`src/hw/als_pkg.sv`:
```
// Shared constants, types and helpers for the light sensor serial readout.
package als_pkg;

  // ----------------------------------------------------------------------
  // Clocking and conversion timing
  // ----------------------------------------------------------------------
  localparam int unsigned CLK_HZ       = 50_000_000;
  localparam int unsigned OSC_HZ       = 327_600;
  localparam int unsigned OSC_DIV      = CLK_HZ / OSC_HZ;
  localparam logic [7:0]  OSC_DIV_LAST = 8'(OSC_DIV - 1);
  localparam logic [15:0] SELF_LAST    = 16'h7fff;
  localparam logic [15:0] SELF_CYCLES  = 16'h8000;

  // ----------------------------------------------------------------------
  // Serial bus
  // ----------------------------------------------------------------------
  localparam logic [6:0] SLAVE_ADDR    = 7'h44;
  localparam logic [3:0] BITS_PER_BYTE = 4'h8;
  localparam logic [7:0] RELEASED      = 8'hff;
  localparam logic [2:0] AVAIL_SELF    = 3'h2;
  localparam logic [2:0] AVAIL_EXT     = 3'h4;
  localparam logic [2:0] IDX_MAX       = 3'h7;

  // ----------------------------------------------------------------------
  // Commands and reset values
  // ----------------------------------------------------------------------
  localparam logic [7:0] CMD_PDOWN    = 8'h8c;
  localparam logic [7:0] CMD_RESET    = 8'h0c;
  localparam logic [7:0] CMD_INT_VIS  = 8'h00;
  localparam logic [7:0] CMD_INT_IR   = 8'h04;
  localparam logic [7:0] CMD_INT_DIFF = 8'h08;
  localparam logic [7:0] CMD_EXT_VIS  = 8'h30;
  localparam logic [7:0] CMD_EXT_IR   = 8'h34;
  localparam logic [7:0] CMD_EXT_DIFF = 8'h38;
  localparam logic [7:0] CMD_RST_VAL  = 8'h00;
  localparam logic [15:0] DATA_RST_VAL = 16'h0000;

  // ----------------------------------------------------------------------
  // Accumulator shape
  // ----------------------------------------------------------------------
  localparam int ACC_W   = 34;
  localparam int RES_LSB = 15;

  typedef struct packed {
    logic [15:0] count;
    logic [15:0] result;
  } data_bytes_t;

  typedef struct packed {
    logic rise;
    logic fall;
    logic start;
    logic stop;
    logic sda;
  } bus_ev_t;

  typedef enum logic [2:0] {
    ST_IDLE      = 3'b000,
    ST_ADDR      = 3'b001,
    ST_ADDR_ACK  = 3'b011,
    ST_WRITE     = 3'b010,
    ST_WRITE_ACK = 3'b110,
    ST_READ      = 3'b111,
    ST_READ_ACK  = 3'b101
  } i2c_state_t;

  function automatic logic is_ext(input logic [7:0] c);
    return (c == CMD_EXT_VIS) || (c == CMD_EXT_IR) || (c == CMD_EXT_DIFF);
  endfunction : is_ext

  function automatic logic is_self(input logic [7:0] c);
    return (c == CMD_INT_VIS) || (c == CMD_INT_IR) || (c == CMD_INT_DIFF);
  endfunction : is_self

  function automatic logic is_loop(input logic [7:0] c);
    return c[7] && (c != CMD_PDOWN);
  endfunction : is_loop

endpackage : als_pkg

```
`src/hw/i2c_pin_sync.sv`:
```
// Pin synchroniser and bus event detector for the serial clock and data lines.
`timescale 1ns/1ns
module i2c_pin_sync
  import als_pkg::*;
(
  input  wire logic clk,
  input  wire logic rst_n,
  input  wire logic scl,
  input  wire logic sda_i,
  output bus_ev_t   ev
);

  // ----------------------------------------------------------------------
  // Two-stage synchronisers plus one history stage
  // ----------------------------------------------------------------------
  logic [2:0] scl_q, scl_d;
  logic [2:0] sda_q, sda_d;

  always_comb begin
    scl_d = {scl_q[1:0], scl};
    sda_d = {sda_q[1:0], sda_i};
  end

  always_ff @(posedge clk or negedge rst_n) begin
    if (!rst_n) begin
      scl_q <= 3'h7;
      sda_q <= 3'h7;
    end else begin
      scl_q <= scl_d;
      sda_q <= sda_d;
    end
  end

  // The clock line is only ever an input here; the master alone drives it.
  always_comb begin
    ev.rise  = scl_q[1] & ~scl_q[2];
    ev.fall  = ~scl_q[1] & scl_q[2];
    ev.start = scl_q[1] & scl_q[2] & sda_q[2] & ~sda_q[1];
    ev.stop  = scl_q[1] & scl_q[2] & ~sda_q[2] & sda_q[1];
    ev.sda   = sda_q[1];
  end
endmodule : i2c_pin_sync

```
`src/hw/osc_cycle_counter.sv`:
```
// Conversion oscillator enable and its 16-bit cycle counter.
`timescale 1ns/1ns
module osc_cycle_counter
  import als_pkg::*;
(
  input  wire logic        clk,
  input  wire logic        rst_n,
  input  wire logic        clr,
  output logic             tick,
  output logic [15:0]      cnt
);

  // ----------------------------------------------------------------------
  // Divider and counter
  // ----------------------------------------------------------------------
  logic [7:0]  div_q, div_d;
  logic        tick_d;
  logic [15:0] cnt_d;

  // The divider never stops, so a clear only rebases the count.
  always_comb begin
    div_d  = (div_q == OSC_DIV_LAST) ? 8'h00 : 8'(div_q + 8'h01);
    tick_d = (div_q == OSC_DIV_LAST);
    if (clr) begin
      cnt_d = 16'h0000;
    end else if (tick) begin
      cnt_d = 16'(cnt + 16'h0001);
    end else begin
      cnt_d = cnt;
    end
  end

  always_ff @(posedge clk or negedge rst_n) begin
    if (!rst_n) begin
      div_q <= 8'h00;
      tick  <= 1'b0;
      cnt   <= 16'h0000;
    end else begin
      div_q <= div_d;
      tick  <= tick_d;
      cnt   <= cnt_d;
    end
  end
endmodule : osc_cycle_counter

```
`src/hw/als_i2c_readout.sv`:
```
// Serial slave, command register and integration control of the light sensor.
`timescale 1ns/1ns
//
// Behaviour
// - One 8-bit command register, held until the next write replaces it.
// - Four readable bytes: conversion result pair, then cycle count pair.
// - Answers only slave address 1000100; the master must use it.
// - Master always drives the clock; data driven by whichever side sends.
// - Start, then address and direction byte; receiver pulls data low to acknowledge.
// - Master closes every transaction with a stop: data rises while clock high.
// - Every write replaces the command, and the mode changes at once.
// - A read returns two or four bytes, chosen by the active mode; in loopback every byte read returns the command.
// - No internal pointer; a write carries no sub-address before the command.
// - Every read starts at the first byte and ascends through available bytes.
// - Self-timed 00, 04, 08 convert visible, infrared or difference over 100 ms; 08 takes two such periods.
// - External 30, 34, 38; each repeated same command ends and restarts integration.
// - Any command with top bit set except 8c (power down) is loopback; reads return the written byte.
// - Result sent low byte then high byte; count follows in the same order.
// - A 16-bit counter advances on every conversion oscillator cycle in self-timed and external modes; other modes hold it at zero.
// - At each external period end the counter is latched into the third and fourth bytes.
// - Self-timed modes offer no count; bytes after the result are not acknowledged.
// - Self-timed integration lasts exactly 32768 oscillator cycles per phase; 08 runs two phases.
module als_i2c_readout
  import als_pkg::*;
(
  input  wire logic        clk,
  input  wire logic        rst_n,
  input  wire logic        scl,
  input  wire logic        sda_i,
  output logic             sda_o,
  output logic             sda_oe,
  input  wire logic [15:0] visible_ir_photocurrent,
  input  wire logic [15:0] ir_photocurrent,
  output logic             power_down,
  output logic             loopback_mode
);

  // ----------------------------------------------------------------------
  // Pin events and conversion oscillator
  // ----------------------------------------------------------------------
  bus_ev_t     ev;
  logic        tick;
  logic [15:0] cyc;
  logic        cnt_clr;

  i2c_pin_sync u_sync (
    .clk   (clk),
    .rst_n (rst_n),
    .scl   (scl),
    .sda_i (sda_i),
    .ev    (ev)
  );

  osc_cycle_counter u_osc (
    .clk   (clk),
    .rst_n (rst_n),
    .clr   (cnt_clr),
    .tick  (tick),
    .cnt   (cyc)
  );

  // ----------------------------------------------------------------------
  // Serial slave state
  // ----------------------------------------------------------------------
  i2c_state_t  state_q, state_d;
  logic [3:0]  bit_q, bit_d;
  logic [7:0]  sh_q, sh_d;
  logic [2:0]  idx_q, idx_d;
  logic        oe_q, oe_d;
  logic        rd_q, rd_d;
  logic [7:0]  cmd_q, cmd_d;
  data_bytes_t snap_q, snap_d;
  logic        cmd_wr;
  logic [7:0]  tx;
  logic [15:0] result_q, result_d;
  logic [15:0] count_q, count_d;

  function automatic logic [2:0] avail(input logic [7:0] c);
    return is_ext(c) ? AVAIL_EXT : AVAIL_SELF;
  endfunction : avail

  function automatic logic [7:0] tx_byte(input logic [2:0] i, input data_bytes_t s,
                                         input logic [7:0] c);
    logic [7:0] b;
    b = RELEASED;
    if (is_loop(c)) begin
      b = c;
    end else if (i < avail(c)) begin
      case (i[1:0])
        2'd0: b = s.result[7:0];
        2'd1: b = s.result[15:8];
        2'd2: b = s.count[7:0];
        2'd3: b = s.count[15:8];
      endcase
    end
    return b;
  endfunction : tx_byte

  function automatic logic [2:0] next_idx(input logic [2:0] i);
    return (i == IDX_MAX) ? i : 3'(i + 3'h1);
  endfunction : next_idx

  assign tx = tx_byte(idx_q, snap_q, cmd_q);

  always_comb begin
    state_d = state_q;
    bit_d   = bit_q;
    sh_d    = sh_q;
    idx_d   = idx_q;
    oe_d    = oe_q;
    rd_d    = rd_q;
    cmd_d   = cmd_q;
    snap_d  = snap_q;
    cmd_wr  = 1'b0;
    if (ev.stop) begin
      state_d = ST_IDLE;
      oe_d    = 1'b0;
    end else if (ev.start) begin
      state_d = ST_ADDR;
      bit_d   = 4'h0;
      oe_d    = 1'b0;
    end else begin
      unique case (state_q)
        ST_IDLE: begin
        end
        ST_ADDR, ST_WRITE: begin
          if (ev.rise) begin
            sh_d  = {sh_q[6:0], ev.sda};
            bit_d = 4'(bit_q + 4'h1);
          end else if (ev.fall && bit_q == BITS_PER_BYTE) begin
            if (state_q == ST_WRITE) begin
              cmd_d   = sh_q;
              cmd_wr  = 1'b1;
              state_d = ST_WRITE_ACK;
              oe_d    = 1'b1;
            end else if (sh_q[7:1] == SLAVE_ADDR) begin
              state_d = ST_ADDR_ACK;
              oe_d    = 1'b1;
              rd_d    = sh_q[0];
              idx_d   = 3'h0;
              if (sh_q[0]) begin
                snap_d.result = result_q;
                snap_d.count  = count_q;
              end
            end else begin
              state_d = ST_IDLE;
            end
          end
        end
        ST_WRITE_ACK: begin
          if (ev.fall) begin
            state_d = ST_WRITE;
            bit_d   = 4'h0;
            oe_d    = 1'b0;
          end
        end
        ST_ADDR_ACK, ST_READ_ACK: begin
          if (ev.rise && state_q == ST_READ_ACK && ev.sda) begin
            state_d = ST_IDLE;
          end else if (ev.fall) begin
            bit_d = 4'h0;
            if (rd_q) begin
              state_d = ST_READ;
              sh_d    = tx;
              oe_d    = ~tx[7];
              idx_d   = next_idx(idx_q);
            end else begin
              state_d = ST_WRITE;
              oe_d    = 1'b0;
            end
          end
        end
        ST_READ: begin
          if (ev.rise) begin
            bit_d = 4'(bit_q + 4'h1);
          end else if (ev.fall) begin
            if (bit_q == BITS_PER_BYTE) begin
              state_d = ST_READ_ACK;
              oe_d    = 1'b0;
            end else begin
              sh_d = {sh_q[6:0], 1'b1};
              oe_d = ~sh_q[6];
            end
          end
        end
        default: state_d = ST_IDLE;
      endcase
    end
  end

  always_ff @(posedge clk or negedge rst_n) begin
    if (!rst_n) begin
      state_q <= ST_IDLE;
      bit_q   <= 4'h0;
      sh_q    <= 8'h00;
      idx_q   <= 3'h0;
      oe_q    <= 1'b0;
      rd_q    <= 1'b0;
      cmd_q   <= CMD_RST_VAL;
      snap_q  <= '0;
    end else begin
      state_q <= state_d;
      bit_q   <= bit_d;
      sh_q    <= sh_d;
      idx_q   <= idx_d;
      oe_q    <= oe_d;
      rd_q    <= rd_d;
      cmd_q   <= cmd_d;
      snap_q  <= snap_d;
    end
  end

  // ----------------------------------------------------------------------
  // Integration control
  // ----------------------------------------------------------------------
  logic signed [ACC_W-1:0] acc_q, acc_d, term;
  logic                    phase_q, phase_d;

  // The difference wraps if one phase saturates the field; full scale is the user's limit.
  always_comb begin
    term = '0;
    if (cmd_q == CMD_INT_DIFF) begin
      term = phase_q ? ACC_W'(visible_ir_photocurrent) : -ACC_W'(ir_photocurrent);
    end else if (cmd_q == CMD_EXT_DIFF) begin
      term = ACC_W'(visible_ir_photocurrent) - ACC_W'(ir_photocurrent);
    end else if (cmd_q == CMD_INT_IR || cmd_q == CMD_EXT_IR) begin
      term = ACC_W'(ir_photocurrent);
    end else begin
      term = ACC_W'(visible_ir_photocurrent);
    end
  end

  always_comb begin
    acc_d    = acc_q;
    phase_d  = phase_q;
    result_d = result_q;
    count_d  = count_q;
    cnt_clr  = 1'b0;
    if (cmd_wr) begin
      if (sh_q == CMD_RESET) begin
        result_d = DATA_RST_VAL;
        count_d  = DATA_RST_VAL;
      end else if (is_ext(sh_q) && sh_q == cmd_q) begin
        result_d = acc_q[RES_LSB+15:RES_LSB];
        count_d  = cyc;
      end
      acc_d   = '0;
      phase_d = 1'b0;
      cnt_clr = 1'b1;
    end else if (!is_self(cmd_q) && !is_ext(cmd_q)) begin
      acc_d   = '0;
      cnt_clr = 1'b1;
    end else if (tick) begin
      acc_d = acc_q + term;
      if (is_self(cmd_q) && cyc == SELF_LAST) begin
        cnt_clr = 1'b1;
        if (cmd_q == CMD_INT_DIFF && !phase_q) begin
          phase_d = 1'b1;
        end else begin
          result_d = acc_d[RES_LSB+15:RES_LSB];
          count_d  = SELF_CYCLES;
          acc_d    = '0;
          phase_d  = 1'b0;
        end
      end
    end
  end

  always_ff @(posedge clk or negedge rst_n) begin
    if (!rst_n) begin
      acc_q         <= '0;
      phase_q       <= 1'b0;
      result_q      <= DATA_RST_VAL;
      count_q       <= DATA_RST_VAL;
      sda_o         <= 1'b0;
      sda_oe        <= 1'b0;
      power_down    <= 1'b0;
      loopback_mode <= 1'b0;
    end else begin
      acc_q         <= acc_d;
      phase_q       <= phase_d;
      result_q      <= result_d;
      count_q       <= count_d;
      sda_o         <= 1'b0;
      sda_oe        <= oe_d;
      power_down    <= (cmd_d == CMD_PDOWN);
      loopback_mode <= is_loop(cmd_d);
    end
  end
endmodule : als_i2c_readout

```
`config.mk`:
```
export PLATFORM = sky130hd
export DESIGN_NAME = als_i2c_readout
export DESIGN_NICKNAME = d
export VERILOG_FILES = /design/src/hw/als_pkg.sv /design/src/hw/i2c_pin_sync.sv /design/src/hw/osc_cycle_counter.sv /design/src/hw/als_i2c_readout.sv
export SDC_FILE = /design/constraint.sdc
export NUM_CORES = 1
export LEC_CHECK = 0
export ABC_AREA = 0
export BUFFER_PORTS_ARGS = -buffer_cell sky130_fd_sc_hd__buf_2
export CORE_ASPECT_RATIO = 0.7
export CORE_UTILIZATION = 40
export DETAILED_ROUTE_END_ITERATION = 10
export GPL_ROUTABILITY_DRIVEN = 0
export PLACE_DENSITY_LB_ADDON = 0.2
export SLEW_MARGIN = 15
export SYNTH_ARGS = -nofsm -noshare
export SYNTH_HDL_FRONTEND = slang
export SYNTH_HIERARCHICAL = 1
export SYNTH_SLANG_ARGS = --single-unit
```
`constraint.sdc`:
```
create_clock -name clk -period 5.13 [get_ports clk]
set_input_delay 1.026 -clock clk [delete_from_list [all_inputs] [get_ports clk]]
set_output_delay 1.026 -clock clk [all_outputs]
set_load 0.02 [all_outputs]
```
# After elaboration in Yosys (flattened, before gate mapping)
# Index checks and enable logic that the tools add are counted.
# totals
regBits	160
inputBits	36
# classes
addsub	7
magnitude_cmp	1
n_eq_ne	55
muxes	101
n_bitwise	17
reduce_logical	42
# op_table
operator	n
two-way mux 16 bit	17
two-way mux 34 bit	8
two-way mux 8 bit	16
two-way mux 3 bit	21
equality test 8 x 6 -> 1 bit (second input constant)	6
adder 34 bit	1
negator 16 -> 34 bit	1
inequality test 4 bit (second input constant)	8
one-hot mux 8 bit (4 select lines)	1
two-way mux 1 bit	28
inequality test 2 bit (second input constant)	14
one-hot mux 8 bit (3 select lines)	1
subtractor 16 x 16 -> 17 bit	1
adder 16 x 1 -> 16 bit (second input constant)	1
equality test 16 x 15 -> 1 bit (second input constant)	1
equality test 8 x 4 -> 1 bit (second input constant)	2
equality test 8 bit (second input constant)	2
two-way mux 4 bit	4
inequality test 8 bit (second input constant)	2
AND reduction 8 bit	2
one-hot mux 3 bit (5 select lines)	1
equality test 3 bit (second input constant)	4
one-hot mux 4 bit (3 select lines)	1
AND reduction 11 bit	1
38 further kinds	79

# Logic depth before layout (Yosys ltp)
# Gate-level depths: netlist of run 1.
# logic_depth
ltp_word	14
ltp_mapped	22
ltp_nobuf	22

# By module
# The synthesis of run 1 kept the hierarchy.
# by_module_without_submodules
module	n_inst	cells_per_inst	area_per_inst_um2	seq_area_each_um2
als_i2c_readout	1	1122	9339.0	3153.0
osc_cycle_counter	1	115	1182.4	625.6
i2c_pin_sync	1	11	197.7	157.7

# Worst setup path after synthesis of run 1
# OpenSTA, ideal clock, no wires.
# synth_timing
path_kind	input to register
from	in ir_photocurrent[14]
to	reg acc_q[29]
setup_ns	0.126
t_arrival_ns	5.152
path_slack_ns	-0.148
cell_stages	19
cell_sequence	inv_1 -> ha_1 -> a21o_1 -> o21ai_0 -> nand4_1 -> a2111oi_0 -> clkbuf_1 -> a21bo_2 -> ha_1 -> clkbuf_1 -> a21o_1 -> a21o_1 -> a21o_1 -> a311oi_1 -> o311ai_0 -> a221o_1 -> a21oi_1 -> xor2_1 -> o21ai_0
# synth_between
elab_chain_len	9
word_cells_on_any_way	12
classes_between	add/sub: 3; mux: 9
# synth_lines
item	line	text
start: declaration	als_i2c_readout.sv:33	input wire logic [15:0] ir_photocurrent,
subtractor 16 x 16 -> 17 bit, or another cell as far along	als_i2c_readout.sv:225	term = ACC_W'(visible_ir_photocurrent) - ACC_W'(ir_photocurrent);
two-way mux 34 bit, on equally long branches	als_i2c_readout.sv:224, als_i2c_readout.sv:223	
two-way mux 34 bit (*)	als_i2c_readout.sv:222	if (cmd_q == CMD_INT_DIFF) begin
adder 34 bit (*)	als_i2c_readout.sv:254	acc_d = acc_q + term;
two-way mux 34 bit	als_i2c_readout.sv:257	if (cmd_q == CMD_INT_DIFF && !phase_q) begin
two-way mux 34 bit (*)	als_i2c_readout.sv:255	if (is_self(cmd_q) && cyc == SELF_LAST) begin
two-way mux 34 bit (*)	als_i2c_readout.sv:253	end else if (tick) begin
two-way mux 34 bit (*)	als_i2c_readout.sv:250	end else if (!is_self(cmd_q) && !is_ext(cmd_q)) begin
two-way mux 34 bit (*)	als_i2c_readout.sv:239	if (cmd_wr) begin
end signal: assignment	als_i2c_readout.sv:271	acc_q <= '0;
end signal: assignment	als_i2c_readout.sv:280	acc_q <= acc_d;
end: declaration	als_i2c_readout.sv:216	logic signed [ACC_W-1:0] acc_q, acc_d, term;
# Every way passes the cells marked *; elsewhere a longest branch is shown, timed or not. The select of a mux whose other input is x is not followed.
# A chain may end at the register's enable or synchronous reset.

# Worst setup path in the final report of run 1
# layout_timing
from	in ir_photocurrent[1]
to	reg result_q[9]
# layout_between
elab_chain_len	9
word_cells_on_any_way	12
classes_between	add/sub: 3; mux: 9
# layout_lines
item	line	text
subtractor 16 x 16 -> 17 bit, or another cell as far along	als_i2c_readout.sv:225	
two-way mux 34 bit, on equally long branches	als_i2c_readout.sv:224, als_i2c_readout.sv:223	
two-way mux 34 bit (*)	als_i2c_readout.sv:222	
adder 34 bit (*)	als_i2c_readout.sv:254	
two-way mux 16 bit (*)	als_i2c_readout.sv:257	
two-way mux 16 bit (*)	als_i2c_readout.sv:255	
two-way mux 16 bit (*)	als_i2c_readout.sv:253	
two-way mux 16 bit (*)	als_i2c_readout.sv:250	
two-way mux 16 bit (*)	als_i2c_readout.sv:239	
end signal: assignment	als_i2c_readout.sv:282	result_q <= result_d;
end: declaration	als_i2c_readout.sv:75	logic [15:0] result_q, result_d;
# Marked as above.

==> flow_metrics.tcl, run 1 <==
set metrics [dict create \
    first_global_vias 8928 \
    power.leakage_uw 0.00611 \
    rows 49 \
    max_freq_ghz 0.204 \
    r2r_end "acc_q[28]" \
    ys_types 79 \
    cts_made_buffers 17 \
    rrSetupSlack_ns 0.26 \
    cp_num_buf_inv 3 \
    period_minus_slack_ns 4.90 \
    route.antenna.remaining_nets 0 \
    clockBufferDepth 2 \
    place_area_um2 12200 \
    portBuffers 38 \
    cts-root-buf "clkbuf_16" \
    dr.pass1.iters 5 \
    ctsHtreeMaxLevel 4 \
    io_pins 40 \
    p_per_area_nw_per_um2 249 \
    totalWireLength_um 30800 \
    yosys_warnings 6 \
    crit_fanout 4 \
    fin_skew_ns 0.0106 \
    critPathArrivalTime_ns 5.27 \
    syn_avg_cell_area_um2 8.59 \
    clock-sinks 157 \
    dieArea_um2 27500 \
    dp_hpwl_um 22900 \
    cts_tree "done" \
    syn_area_um2 10700 \
    nets 1491 \
    r2r_cells 19 \
    critPathLaunch "ir_photocurrent[1]" \
    syn_inst 1248 \
    hold_depth 0 \
    grt_overflow 0 \
    synth_top_cell_by_area "dfrtp_1" \
    start_util 0.412 \
    drv_cap 0 \
    hp-start "u_sync/sda_q[0]" \
    hp-class "reg -> reg" \
    peakVddDrop_mv 0.227 \
    grt_max_degree 100 \
    first_iter_violations 853 \
    r2r-start "cmd_q[7]" \
    synth_area_leaders "dfrtp_1 35%, ha_1 7.1%, nand2_1 5.9%, a21oi_1 4.5%, nor2_1 4.1%" \
    startpoint_type "input pin" \
    syn_nets 1347 \
    netlist.area_leader.share 0.353 \
    nFillCells 2493 \
    max_stage_delay_ns 0.39 \
    drv_slew 0 \
    crit_chain "buf_2 -> inv_1 -> ha_1 -> a21o_1 -> a21oi_2 -> a2bb2oi_2 -> a31oi_2 -> a41o_1 -> o41ai_1 -> xor2_1 -> a21oi_1 -> ha_1 -> buf_4 -> a21oi_1 -> o21ai_0 -> a31oi_1 -> a21boi_0 -> o21ai_0 -> a21boi_0 -> o311ai_0 -> o21a_1" \
    worst_pin_slew_ns 1.09 \
    yosysSeqAreaShare 0.367 \
    crit_family "compound AO/OA/AOI/OAI gates" \
    end_kind "register" \
    max_slew_margin 0.268 \
    grtUsageTotal 0.229 \
    cp_slowest_cell "a31oi_1" \
    die_w_um 198 \
    place_ws_ns -0.488 \
    floorplan.die.height_um 139 \
    cts_setup_buffers 0 \
    setup_ws_ns 0.228 \
    finalCritPeriodShare 0.956 \
    antennaDiodeCount 0 \
    core_area_um2 26000 \
    layout_common_cells "168 x nand2_1, 151 x dfrtp_1, 146 x buf_4" \
    worstSetupPathType "in -> reg" \
    status "completed" \
    wl_per_cell_um 17.5 \
    area_delta_synth_final_pct 20.8 \
    clk_pin_slew_worst_paths_ns 0.06 \
    worstPathRequired_ns 5.50 \
    final_common_cell "nand2_1" \
    finalHoldViolCount 0 \
    post-route-util 0.498 \
    setup_viol 0 \
    synth_edf_count 0 \
    final_area_um2 12900 \
    drcViolationCount 0 \
    insertion_delay_ns 0.44 \
    holdPathEnd "u_sync/sda_q[1]" \
    drive_gt1_frac 0.213 \
    async_reset_ff_frac 1.00 \
    via_per_inst 5.57 \
    ys_seq_elements 157 \
    antenna_found_initial 0 \
    synth_ff_type "dfrtp_1" \
    vias 9811 \
    grt_pass1_wl_um 49200 \
    postCtsHoldBufs 0 \
]
what timing repair did:
item | CTS | global route
gates cloned | 0 | 0
gates resized for setup | 1 | 16
setup endpoints to repair | 3 | 24
pin swaps | 0 | 3
registers in the layout, summed over array words and instances (netlist names), 4 cells and up:
register	flops
acc_q	31
bit_q	4
cmd_q	8
count_q	16
result_q	16
sh_q	8
snap_q	32
u_osc/cnt	16
u_osc/div_q	8
power breakdown:
group	switching, uW	internal, uW	leakage [uW]
combinational	239	202	0.00384
sequential	70.7	1280	0.00196
clock	558	873	0.000312
total	867	2350	0.00611
final cells by class:
| type | instances | area [um2] | area share |
|---|---|---|---|
| clock buffer | 17 | 425 | 0.0329 |
| sequential | 157 | 3940 | 0.304 |
| clock inverter | 15 | 236 | 0.0183 |
| timing repair buffer | 185 | 1310 | 0.101 |
| inverter | 46 | 173 | 0.0133 |
| multi-input combinational | 985 | 6420 | 0.496 |
| tap | 357 | 447 | 0.0345 |
routing by layer:
layer	up-vias	wire [um]	GRT usage
met5	-	0	0
met4	0	240	0.0465
met3	17	2530	0.0552
met2	309	11700	0.290
met1	4698	16300	0.379
li1	4787	-	-
cells in the mapped netlist (8+ instances only):
cell type	n
mux2_2	37
nor2_1	118
or3_1	13
nor3_1	28
inv_1	46
o21ai_0	76
clkbuf_1	43
a21oi_1	96
o211ai_1	17
a311oi_1	8
nand4_1	18
nor2b_1	15
a31oi_1	9
xnor2_1	38
nor4_1	10
a21o_1	14
xor2_1	29
and3_1	13
nand2_1	168
a222oi_1	8
a22o_1	8
ha_1	61
nand2b_1	12
a21bo_2	13
mux2i_1	11
o21a_1	8
nand3_1	47
dfrtp_1	151
worst max-delay path by stage:
stage	to	slack (ns)	depth (start not counted)
5_1_grt	result_q[9]	-0.08	23
4_1_cts	acc_q[29]	0.05	22
6_report	result_q[9]	0.23	21
2_1_floorplan	acc_q[29]	0.08	19
3_5_place_dp	acc_q[29]	-0.49	22
3_3_place_gp	acc_q[28]	-0.32	23
cell families after synthesis:
kind of cell	count (synthesis)	share of synthesized area
AND/OR/NAND/NOR	475	0.208
AO/OA/AOI/OAI	330	0.204
flip-flops	157	0.367
buffers and inverters	106	0.0406
XOR/XNOR	68	0.0563
adder cells (fa/ha/maj)	63	0.0749
multiplexers	48	0.0491
other	1	0.000350
through the flow:
step | TNS (ns) | power (uW) | hold slack, ns | std cells
global placement | -4.32 | 1790 | 0.348 | 1730
detailed placement | -6.50 | 1800 | 0.347 | 1730
global route | -0.288 | 3360 | 0.355 | 1762
floorplan | 0 | 1610 | 0.345 | 1248
finish | 0 | 3220 | 0.350 | 1762
CTS | 0 | 3240 | 0.353 | 1762
Power figures use the tool's default switching activity.
==> inputs of run 2 (changes only) <==
==> constraint.sdc (replaced) <==
create_clock -name clk -period 4.6 [get_ports clk]
set_input_delay 0.92 -clock clk [delete_from_list [all_inputs] [get_ports clk]]
set_output_delay 0.92 -clock clk [all_outputs]
set_load 0.02 [all_outputs]
==> flow_metrics.tcl, run 2 (synthesis results as in run 1) <==
set metrics [dict create \
    finalCritPeriodShare 1.00 \
    cp_slowest_cell "or4_4" \
    die_w_um 198 \
    vias 10100 \
    power.leakage_uw 0.00645 \
    place_ws_ns -0.701 \
    start_util 0.412 \
    max_freq_ghz 0.217 \
    drv_cap 0 \
    clk_pin_slew_worst_paths_ns 0.06 \
    fin_skew_ns 0.0123 \
    r2r-start "cmd_q[6]" \
    cts_made_buffers 17 \
    cp_num_buf_inv 3 \
    crit_family "compound AO/OA/AOI/OAI gates" \
    crit_top_cell "buf_4" \
    grtUsageTotal 0.237 \
    grt_overflow 0 \
    postCtsHoldBufs 0 \
    dp_hpwl_um 23700 \
    rsz0062_at_grt "yes" \
    core_area_um2 26000 \
    regMostFlops "snap_q" \
    worstPathRequired_ns 4.93 \
    tns_ns -0.00293 \
    p_per_area_nw_per_um2 251 \
    crit_chain "buf_2 -> or4_4 -> or3_4 -> nand2b_4 -> o41ai_4 -> buf_4 -> a21bo_2 -> ha_1 -> and3_4 -> nand2_1 -> a311o_1 -> a21boi_2 -> buf_4 -> o2111ai_4 -> a21o_1 -> a32o_1" \
    p_sw_frac 0.279 \
    clockBufferDepth 2 \
    antenna_found_initial 0 \
    clock-sinks 157 \
    route.antenna.remaining_nets 0 \
    drive_gt1_frac 0.289 \
    p_comb_frac 0.159 \
    switching_power_uw 963 \
    layout_common_cells "191 x buf_4, 166 x nand2_1, 151 x dfrtp_1" \
    finalHoldViolCount 0 \
    max_slew_margin 0.259 \
    drv_slew 0 \
    insertion_delay_ns 0.44 \
    startpoint_type "input pin" \
    period_minus_slack_ns 4.60 \
    rows 49 \
    peakVddDrop_mv 0.291 \
    cts_tree "done" \
    final_common_cell "buf_4" \
    first_global_vias 9350 \
    drcViolationCount 0 \
    io_pins 40 \
    via_per_inst 5.56 \
    area_delta_synth_final_pct 28.4 \
    worst_pin_slew_ns 1.11 \
    dr.pass1.iters 5 \
    reg.largest.list "snap_q (32), acc_q (31)" \
    p_seq_frac 0.438 \
    first_iter_violations 834 \
    critPathArrivalTime_ns 4.93 \
    status "finished with violations" \
    internal-power_uw 2490 \
    p_clk_frac 0.403 \
    floorplan.die.height_um 139 \
    largest_register_ffs 32 \
    hp-class "reg -> reg" \
    setup_viol 1 \
    place_area_um2 12600 \
    max_stage_delay_ns 0.54 \
    ctsHtreeMaxLevel 4 \
    portBuffers 38 \
    totalWireLength_um 32300 \
    grt_pass1_wl_um 50900 \
    nets 1541 \
    final_area_um2 13800 \
    end_kind "register" \
    violations "setup timing" \
    setup_ws_ns -0.00293 \
    hp-start "u_sync/sda_q[0]" \
    dieArea_um2 27500 \
    wl_per_cell_um 17.9 \
    grt_max_degree 87 \
    crit_fanout 4 \
    worstSetupPathType "in -> reg" \
    cts-root-buf "clkbuf_16" \
    critPathLaunch "ir_photocurrent[8]" \
]
run 2: worst reg2reg max path, stage by stage (launching register included):
cell	delay [ns]
dfrtp_1	0.40
buf_4	0.15
nor4_4	0.32
nor2_2	0.07
or3_4	0.38
o211ai_1	0.20
nand3_1	0.11
o21ai_2	0.10
ha_2	0.23
inv_1	0.05
fa_2	0.34
nand2b_4	0.15
a211o_1	0.30
a311o_1	0.30
a311o_1	0.34
a21boi_2	0.24
buf_4	0.16
o2111ai_4	0.12
a21o_1	0.22
a32o_1	0.24
run 2: stage by stage:
step,hold WS (ns),instances,util,total power [uW]
finish,0.355,1811,0.530,3450
global route,0.363,1810,0.530,3610
CTS,0.357,1800,0.511,3430
detailed placement,0.347,1767,0.485,2020
global placement,0.346,1767,0.485,2020
floorplan,0.345,1248,-,1800
run 2: metal layers:
layer,vias to the layer above,share of wire,GRT usage
met5,-,0,0
met4,0,0.012,0.0596
met3,30,0.080,0.0618
met2,325,0.39,0.294
met1,4822,0.52,0.389
li1,4899,-,-
run 2: path summary, 6_finish.rpt:
path                            cells after the start              end  slack, ns
worst min register to register                      0  u_sync/sda_q[1]       0.36
worst min-delay path                                0  u_sync/sda_q[1]       0.36
min in group asynchronous                           1         bit_q[2]       0.54
max in group asynchronous                           2       snap_q[15]       3.08
worst max register to register                     19        acc_q[28]       0.06
worst max-delay path                               16        acc_q[28]     -0.003
run 2: timing repair:
item,4_1_cts,5_1_grt
endpoints found under the setup margin,17,32
resized for setup,25,97
setup buffers,3,10
pin swaps,11,40
run 2: power groups by stage:
stage / clock network, uW / registers, uW / logic [uW]
2_1_floorplan: 0 / 1500 / 307
6_report: 1390 / 1510 / 548
5_1_grt: 1470 / 1520 / 611
3_5_place_dp: 0 / 1530 / 492
3_3_place_gp: 0 / 1530 / 488
4_1_cts: 1420 / 1510 / 503
run 2: final cells by class:
| class | count | area (um2) |
|---|---|---|
| Multi-Input combinational cell | 985 | 6920 |
| Fill cell | 2395 | 12200 |
| Tap cell | 357 | 447 |
| Clock buffer | 19 | 443 |
| Timing Repair Buffer | 235 | 1720 |
| Clock inverter | 11 | 120 |
| Inverter | 46 | 178 |
| Antenna cell | 1 | 2.50 |
| Sequential cell | 157 | 3940 |
